===== src/rtl/fbo_pkg.sv =====
// Purpose: Shared constants and types for the flash bus host controller
// Assumes: 100 MHz ref_clk
// Notes:   Device timing figures are plain defaults, not a speed grade
package fbo_pkg;

  localparam int unsigned CLK_PERIOD_NS      = 10;
  localparam int unsigned ADDR_W             = 18;
  localparam int unsigned DATA_W             = 8;
  localparam int unsigned SECTOR_W           = 5;
  // Select access time and clear pulse minimum, in ns
  localparam int unsigned SEL_ACCESS_NS      = 120;
  localparam int unsigned CLEAR_PULSE_MIN_NS = 500;
  localparam int unsigned WRITE_PULSE_NS     = 50;
  localparam int unsigned SETUP_NS           = 20;
  // Least times round up to whole cycles
  localparam int unsigned SEL_ACCESS_CYC =
    (SEL_ACCESS_NS + CLK_PERIOD_NS - 1) / CLK_PERIOD_NS;
  localparam int unsigned CLEAR_PULSE_CYC =
    (CLEAR_PULSE_MIN_NS + CLK_PERIOD_NS - 1) / CLK_PERIOD_NS;
  localparam int unsigned WRITE_PULSE_CYC =
    (WRITE_PULSE_NS + CLK_PERIOD_NS - 1) / CLK_PERIOD_NS;
  localparam int unsigned SETUP_CYC =
    (SETUP_NS + CLK_PERIOD_NS - 1) / CLK_PERIOD_NS;
  localparam int unsigned CNT_W = 8;

  // Host command codes
  localparam logic [2:0] OP_READ     = 3'h0;
  localparam logic [2:0] OP_WRITE    = 3'h1;
  localparam logic [2:0] OP_CLEAR    = 3'h2;
  localparam logic [2:0] OP_UNPROT   = 3'h3;
  localparam logic [2:0] OP_UNPROT_X = 3'h4;

  typedef struct packed {
    logic [2:0]        op;
    logic [ADDR_W-1:0] addr;
    logic [DATA_W-1:0] data;
  } fbo_req_type;

  typedef struct packed {
    logic              sel_n;
    logic              gate_n;
    logic              wr_n;
    logic              clear_n;
    logic              hv_en;
    logic [ADDR_W-1:0] addr;
    logic [DATA_W-1:0] dout;
    logic              doe;
  } fbo_pins_type;

endpackage : fbo_pkg


===== src/rtl/fbo_host.sv =====
// Purpose: Host-side bus controller driving a byte-wide parallel flash
// Assumes: One request at a time, taken on req_valid with req_ready high; the unprotect exit is taken on req_valid with OP_UNPROT_X, without req_ready
// Notes:   Status polling and command sequences are built by the caller
`timescale 1ns/1ns
module fbo_host
  import fbo_pkg::*;
#(
  parameter int unsigned SEL_CYC   = SEL_ACCESS_CYC,
  parameter int unsigned CLR_CYC   = CLEAR_PULSE_CYC,
  parameter int unsigned WR_CYC    = WRITE_PULSE_CYC,
  parameter int unsigned SET_CYC   = SETUP_CYC,
  parameter bit          HAS_CLEAR = 1'b1
) (
  input  wire logic              ref_clk,
  input  wire logic              rst_n,
  input  wire logic              req_valid,
  input  wire fbo_req_type       req,
  output logic                   req_ready,
  output logic                   rsp_valid,
  output logic [DATA_W-1:0]      rsp_data,
  output logic                   replay_pending,
  output logic                   chip_select_n,
  output logic                   output_gate_n,
  output logic                   write_strobe_n,
  output logic                   hard_clear_n,
  output logic                   high_voltage_level,
  output logic [ADDR_W-1:0]      addr_lines,
  input  wire logic [DATA_W-1:0] data_lines_in,
  output logic [DATA_W-1:0]      data_lines_out,
  output logic                   data_lines_oe
);

  ////////////////////////////////////////////////////////////////////////////
  typedef enum logic [2:0] {
    ST_IDLE, ST_RD, ST_WR_SETUP, ST_WR_PULSE, ST_WR_HOLD, ST_CLEAR,
    ST_UNPROT
  } fbo_state_type;

  fbo_state_type     state_reg;
  fbo_req_type       cur_reg;
  fbo_req_type       last_wr_reg;
  logic [CNT_W-1:0]  cnt_reg;
  logic [DATA_W-1:0] rd_sync;
  logic              write_seen_reg;

  function automatic logic [CNT_W-1:0] cyc(input int unsigned n);
    cyc = CNT_W'((n < 1) ? 0 : n - 1);
  endfunction : cyc

  fbo_sync #(
    .W (DATA_W)
  ) u_sync (
    .ref_clk (ref_clk),
    .rst_n   (rst_n),
    .din     (data_lines_in),
    .dout    (rd_sync)
  );

  ////////////////////////////////////////////////////////////////////////////
  // Sequencer
  always_ff @(posedge ref_clk) begin
    if (!rst_n) begin
      state_reg <= ST_IDLE;
      cnt_reg   <= '0;
      cur_reg   <= '0;
    end else begin
      case (state_reg)
        ST_IDLE: begin
          if (req_valid && req_ready) begin
            cur_reg <= req;
            case (req.op)
              OP_READ: begin
                state_reg <= ST_RD;
                // Pin register, three sync stages, filter and capture
                // edge all sit after the access time, so six extra
                cnt_reg   <= cyc(SEL_CYC + 6);
              end
              OP_WRITE: begin
                state_reg <= ST_WR_SETUP;
                cnt_reg   <= cyc(SET_CYC);
              end
              OP_CLEAR: begin
                state_reg <= HAS_CLEAR ? ST_CLEAR : ST_IDLE;
                cnt_reg   <= cyc(CLR_CYC);
              end
              OP_UNPROT: begin
                state_reg <= HAS_CLEAR ? ST_UNPROT : ST_IDLE;
              end
              default: begin
                state_reg <= ST_IDLE;
              end
            endcase
          end
        end
        ST_RD, ST_WR_SETUP, ST_WR_PULSE, ST_WR_HOLD, ST_CLEAR: begin
          if (cnt_reg != '0) begin
            cnt_reg <= cnt_reg - CNT_W'(1);
          end else begin
            case (state_reg)
              ST_WR_SETUP: begin
                state_reg <= ST_WR_PULSE;
                cnt_reg   <= cyc(WR_CYC);
              end
              ST_WR_PULSE: begin
                state_reg <= ST_WR_HOLD;
                cnt_reg   <= cyc(SET_CYC);
              end
              default: begin
                state_reg <= ST_IDLE;
              end
            endcase
          end
        end
        ST_UNPROT: begin
          // Only the exit request is honoured while unprotect is held
          if (req_valid && req.op == OP_UNPROT_X) begin
            state_reg <= ST_IDLE;
          end
        end
        default: begin
          state_reg <= ST_IDLE;
        end
      endcase
    end
  end

  ////////////////////////////////////////////////////////////////////////////
  // Pin drive
  always_ff @(posedge ref_clk) begin
    if (!rst_n) begin
      chip_select_n      <= 1'b1;
      output_gate_n      <= 1'b1;
      write_strobe_n     <= 1'b1;
      hard_clear_n       <= 1'b1;
      high_voltage_level <= 1'b0;
      addr_lines         <= '0;
      data_lines_out     <= '0;
      data_lines_oe      <= 1'b0;
    end else begin
      hard_clear_n       <= !(state_reg == ST_CLEAR);
      high_voltage_level <= (state_reg == ST_UNPROT);
      addr_lines         <= cur_reg.addr;
      data_lines_out     <= cur_reg.data;
      // Idle select high with clear high gives device standby
      chip_select_n      <= !(state_reg == ST_RD ||
                              state_reg == ST_WR_SETUP ||
                              state_reg == ST_WR_PULSE ||
                              state_reg == ST_WR_HOLD);
      output_gate_n      <= !(state_reg == ST_RD);
      write_strobe_n     <= !(state_reg == ST_WR_PULSE);
      // Host drives data only with gate high, so no contention
      data_lines_oe      <= (state_reg == ST_WR_SETUP ||
                             state_reg == ST_WR_PULSE ||
                             state_reg == ST_WR_HOLD);
    end
  end

  ////////////////////////////////////////////////////////////////////////////
  // Handshake and read return
  always_ff @(posedge ref_clk) begin
    if (!rst_n) begin
      req_ready <= 1'b0;
      rsp_valid <= 1'b0;
      rsp_data  <= '0;
    end else begin
      req_ready <= (state_reg == ST_IDLE) && !(req_valid && req_ready);
      // Array, id or status byte: same read timing for all
      rsp_valid <= (state_reg == ST_RD && cnt_reg == '0);
      if (state_reg == ST_RD && cnt_reg == '0) begin
        rsp_data <= rd_sync;
      end
    end
  end

  ////////////////////////////////////////////////////////////////////////////
  // Flags at the end of a clear any write finished since the last clear, cut short or not, so the caller can replay it
  always_ff @(posedge ref_clk) begin
    if (!rst_n) begin
      last_wr_reg    <= '0;
      write_seen_reg <= 1'b0;
      replay_pending <= 1'b0;
    end else begin
      if (state_reg == ST_WR_HOLD && cnt_reg == '0) begin
        last_wr_reg    <= cur_reg;
        write_seen_reg <= 1'b1;
      end
      if (state_reg == ST_CLEAR && cnt_reg == '0) begin
        replay_pending <= write_seen_reg;
        write_seen_reg <= 1'b0;
      end else if (req_valid && req_ready && req.op == OP_WRITE) begin
        replay_pending <= 1'b0;
      end
    end
  end

endmodule : fbo_host


===== src/rtl/fbo_sync.sv =====
// Purpose: Three-stage synchroniser with agreement filter for pin inputs
// Assumes: Input asynchronous to ref_clk
// Notes:   Output changes only when stages two and three agree
`timescale 1ns/1ns
module fbo_sync #(
  parameter int unsigned W = 8
) (
  input  wire logic         ref_clk,
  input  wire logic         rst_n,
  input  wire logic [W-1:0] din,
  output logic      [W-1:0] dout
);
  logic [W-1:0] s1_reg;
  logic [W-1:0] s2_reg;
  logic [W-1:0] s3_reg;

  always_ff @(posedge ref_clk) begin
    if (!rst_n) begin
      s1_reg <= '0;
      s2_reg <= '0;
      s3_reg <= '0;
    end else begin
      s1_reg <= din;
      s2_reg <= s1_reg;
      s3_reg <= s2_reg;
    end
  end

  // Per-bit agreement keeps a bit at its last stable value
  always_ff @(posedge ref_clk) begin
    if (!rst_n) begin
      dout <= '0;
    end else begin
      for (int i = 0; i < W; i++) begin
        if (s2_reg[i] == s3_reg[i]) begin
          dout[i] <= s3_reg[i];
        end
      end
    end
  end
endmodule : fbo_sync


===== config.mk =====
export PLATFORM = sky130hd
export DESIGN_NAME = fbo_host
export DESIGN_NICKNAME = d
export VERILOG_FILES = /design/src/rtl/fbo_pkg.sv /design/src/rtl/fbo_host.sv /design/src/rtl/fbo_sync.sv
export SDC_FILE = /design/constraint.sdc
export NUM_CORES = 1
export LEC_CHECK = 0
export BUFFER_PORTS_ARGS = -buffer_cell sky130_fd_sc_hd__buf_2
export CORE_UTILIZATION = 26
export CTS_CLUSTER_DIAMETER = 120
export DETAILED_ROUTE_END_ITERATION = 8
export GPL_ROUTABILITY_DRIVEN = 1
export GPL_TIMING_DRIVEN = 0
export REMOVE_ABC_BUFFERS = 1
export SETUP_SLACK_MARGIN = 0.3
export SYNTH_ARGS = -nofsm -noshare
export SYNTH_HDL_FRONTEND = slang
export SYNTH_SLANG_ARGS = --single-unit

===== constraint.sdc =====
create_clock -name ref_clk -period 2.4 [get_ports ref_clk]
set_input_delay 0.36 -clock ref_clk [delete_from_list [all_inputs] [get_ports ref_clk]]
set_output_delay 0.36 -clock ref_clk [all_outputs]
set_load 0.01 [all_outputs]

After elaboration in Yosys (flattened, before gate mapping) --
Cells that the tools add are included.
Storage, ports and cells: flip-flop bits (word level) 113, bits of input ports 40, output and inout bits 43
Operators by class: add/subtract/negate cells 1, eq/ne operators 23, muxes and demuxes 13, bitwise gates (word level) 1, reductions and logical operators 28
Operators by type and width (count):
- 8-bit one-hot mux with 2 select lines | 2
- 8-bit one-hot mux with 3 select lines | 1
- 8-bit two-way mux | 2
- 3-bit by 2-bit equality test with 1-bit output (second input constant) | 4
- 3-bit equality test (second input constant) | 4
- 3-bit one-hot mux with 4 select lines | 1
- 3-bit two-way mux | 3
- 3-bit one-hot mux with 3 select lines | 1
- 1-bit equality test | 8
- 8-bit zero test | 1
- 8-bit nonzero test | 1
- 8-bit by 1-bit subtractor with 8-bit output (second input constant) | 1
- 1-bit logical AND | 7
- 3-bit by 1-bit equality test with 1-bit output (second input constant) | 2
- 3-bit zero test | 2
- 2-bit inequality test (second input constant) | 3
- 3-bit one-hot mux with 2 select lines | 1
- 1-bit zero test | 5
- 1-bit logical OR | 5
- 5-bit OR reduction | 1
- 4-bit by 1-bit inequality test with 1-bit output (second input constant) | 1
- 4-bit inequality test (second input constant) | 1
- 4-bit AND reduction | 1
- 2-bit nonzero test | 2
- other kinds (5) | 6

Longest topological paths before layout --
depth after elaboration 5, gate-level depth with buffers 6

Modules after synthesis --
A second synthesis with hierarchy kept.
Unflattened totals: cells, all modules 423, area total of the unflattened synthesis 3966.3 µm²
Modules (own cells, without submodules):
- fbo_host | times used 1, cells an instance 340, area an instance 3005.4 µm², seq. area each 1621.6 µm²
- fbo_sync | times used 1, cells an instance 83, area an instance 960.9 µm², seq. area each 640.6 µm²

Worst setup path after synthesis --
OpenSTA, ideal clock, no wires.
kind reg-to-reg, from register cnt_reg[0], to register state_reg[1], arrival time 1.718 ns, slack 0.563 ns, cell stages (with the launch flop) 7, clock period less this slack 1.837 ns, cell sequence dfxtp_1 > inv_1 > ha_1 > nor3b_1 > a221oi_2 > o21bai_1 > o221a_2
On the way: word-level cells in the longest chain between the ends 3
RTL lines:
- from (decl) | RTL line fbo_host.sv:42 | logic [CNT_W-1:0] cnt_reg;
- from (signal assigned) | RTL line fbo_host.sv:76 | cnt_reg <= cyc(SEL_CYC + 6);
- from (signal assigned) | RTL line fbo_host.sv:80 | cnt_reg <= cyc(SET_CYC);
- from (signal assigned) | RTL line fbo_host.sv:84 | cnt_reg <= cyc(CLR_CYC);
- 8-bit nonzero test | RTL line fbo_host.sv:96 | if (cnt_reg != '0) begin
- 2-bit inequality test (no source line)
- 3-bit AND reduction (no source line)
- to (signal assigned) | RTL line fbo_host.sv:83 | state_reg <= HAS_CLEAR ? ST_CLEAR : ST_IDLE;
- to (signal assigned) | RTL line fbo_host.sv:87 | state_reg <= HAS_CLEAR ? ST_UNPROT : ST_IDLE;
- to (decl) | RTL line fbo_host.sv:39 | fbo_state_type state_reg;
Every way passes these cells. A chain may end at the register's enable or synchronous reset.

Worst setup path in the final report --
from register state_reg[0], to register cnt_reg[0]
On the way: word-level cells in the longest chain between the ends 4
RTL lines:
- 3-bit equality test (tied with other cells) | RTL line fbo_host.sv:67 | case (state_reg)
- 5-bit OR reduction / 8-bit one-hot mux with 2 select lines (equally long branches) | RTL line fbo_host.sv:67, fbo_host.sv:99
- 4-bit inequality test (no source line) (tied with other cells)
- 4-bit AND reduction (no source line) / 8-bit one-hot mux with 2 select lines (equally long branches)
Parallel ways exist; a longest one is shown, timed or not. The select of a mux whose other input is x is not followed.

==> reports/metrics.yaml <==
synth_top_area_frac: 0.5742
nNetsFinal: 544
ys_async_sr_fraction: 0
gp_congestion: 0.7783
grt_pass1_vias: 3054
tightest_slew_ps: 726.1
syn_area_um2: 3940
powerDensity_nw_per_um2: 1242
grt.total_usage: 0.1231
grt_max_degree: 70
wire_per_inst_um: 12.96
place_ws_ps: -574.8
fin_skew_ps: 7.592
fin_ws_ps: 419.6
slowest_stage: "dfxtp_2"
fp.dieH_um: 125.1
worst_skew_pair.late_latency_ps: 400
relSlewSlack: 0.5159
placed_cell_area_um2: 4499
status: "completed"
area_growth_pct: 32.17
grt_use_met1: 0.1427
fill_cells: 1497
synth_warnings: 0
largest_register_ffs: 26
endpoint_kind: "flip-flop"
ys_ff_latch: 113
crit_type: "reg2reg"
vias_per_cell: 4.575
irDropWorstVdd_mv: 0.4818
vias: 3198
cts_sinks: 113
hold_path.class: "in2reg"
synth_largest_area_cell: "dfxtp_1"
fmax_ghz: 0.5050
wl_um: 9059
die_x_um: 125.1
grt_use_met2: 0.2051
antenna_found_initial: 0
crit_required_ps: 2690
antenna_cells: 0
dr.pass1.iters: 6
fin_crit_ps: 1980
cts_buffers: 17
ios: 83
cts_tree: "done"
final_cell_area_um2: 5207
cts.root.buffer_cell: "clkbuf_16"
slew_viol_final: 0
yosysSeqAreaShare: 0.5742
drc_errors: 0
ant_nets: 0
initialDrtViolationCount: 161
grt-ovfl-total: 0
start_kind: "flip-flop"
rsz0062_at_grt: "false"
htree_num_levels: 4
clock_path_buffers: 2
hold_slack_ps: 166.0
synthTopCellsByCount: "dfxtp_1, nand2_1, and2_1"
grt_first_pass_wirelength_um: 14850
synth.distinct_cells: 50
finalHoldViolCount: 0
path_cells: "nor3_1 -> a21oi_1 -> o21ai_0 -> o311a_1"
fin_crit_sh: 0.8252
hpwl_um: 5598
core_area_um2: 14640
cp_slowest_stage_delay_ps: 590
avgSynthCellArea_um2: 9.494
die_area_um2: 15650
p_leak_uw: 0.002208
top_usage_layer: "met2"
synthesis.instances: 415
synth_edf_count: 0
synth.most_common_cell: "dfxtp_1"
clk_pin_slew_ps: 50
row_count: 44
synth_flop_cell: "dfxtp_1"
critPathArrivalTime_ps: 2270
setup_viol: 0
portBuffers: 82
synth_area_leaders: "dfxtp_1, and2_1, nand2_1"
worstPathMaxFanout: 20
use_met3: 0.04707
initial_core_util: 0.2691
drv_cap: 0
drive_gt1_frac: 0.2641
## per-layer routing
layer | part of all wire | vias up
li1 | - | 1587
met4 | 0.010 | 0
met1 | 0.46 | 1520
met5 | 0 | -
met3 | 0.052 | 10
met2 | 0.48 | 81
## cell families (layout without fill, tap and decap cells)
family | Yosys count | after routing | share of synthesized area
compound gates | 79 | 79 | 0.1258
flops | 113 | 113 | 0.5742
simple gates | 183 | 184 | 0.2385
mux | 11 | 11 | 0.02858
fa+ha+maj | 2 | 2 | 0.006350
buf+inv | 27 | 126 | 0.02667
## placed cells by master (no fill, tap or decap), types with 4 or more instances in the layout
cell,n
dfxtp_1,110
buf_2,81
nand2_1,74
and2_1,51
a21oi_1,40
nor2_1,20
clkbuf_16,17
o21ai_0,13
mux2i_1,9
nand3_1,9
inv_1,5
nor3_1,5
clkinv_2,5
buf_4,5
a22oi_1,4
## what timing repair did
action | 4_1_cts | 5_1_grt
cloned | 1 | 0
hold buffers | 0 | 0
gates resized for setup | 6 | 8
pin swaps | 2 | 2
endpoints found under the setup margin | 55 | 27
setup buffers | 1 | 4
## power breakdown
part	internal (uW)	leakage (uW)	switching, uW
logic	697	0.00101	988
clock network	1650	0.000283	827
registers	2100	0.000920	208
## worst paths after layout
check	start	to	slack, ps	cells after the start
max reg2reg	state_reg[0]$_SDFFE_PN0P_	cnt_reg[0]$_SDFFE_PN0P_	420	4
min reg2reg	u_sync.s1_reg[1]$_SDFF_PN0_	u_sync.s2_reg[1]$_SDFF_PN0_	430	1
max	state_reg[0]$_SDFFE_PN0P_	cnt_reg[0]$_SDFFE_PN0P_	420	4
min	data_lines_in[4]	u_sync.s1_reg[4]$_SDFF_PN0_	170	2
## layout make-up
class	count	area, um^2	share of cell area
flip-flops and latches	113	2266	0.4351
multi-input cells	276	1634	0.3138
repair buffers	88	461.7	0.08866
clock buffers	21	450.4	0.08650
well taps	184	230.2	0.04421
clock inverters	11	137.6	0.02643
inverters	6	27.53	0.005286
## per-stage QoR
| stage | setup TNS (ps) | utilization | power (uW) | std cells |
|---|---|---|---|---|
| after detailed placement | -16400 | 0.3072 | 3791 | 660 |
| after CTS | 0 | 0.3503 | 6392 | 694 |
| after global routing | 0 | 0.3556 | 6844 | 699 |
| final | 0 | 0.3556 | 6465 | 699 |
| after floorplan | 0 | - | 3368 | 394 |
| after global placement | -57450 | 0.3072 | 3755 | 660 |
## worst max-delay path, delay by kind of cell (launching register included)
kind / cells / cell delay (ps)
AOI/OAI and AO/OA: 3 / 1090
DFF: 1 / 590
and+or+nand+nor: 1 / 180
Note: power is estimated with default switching activity, not from simulation.
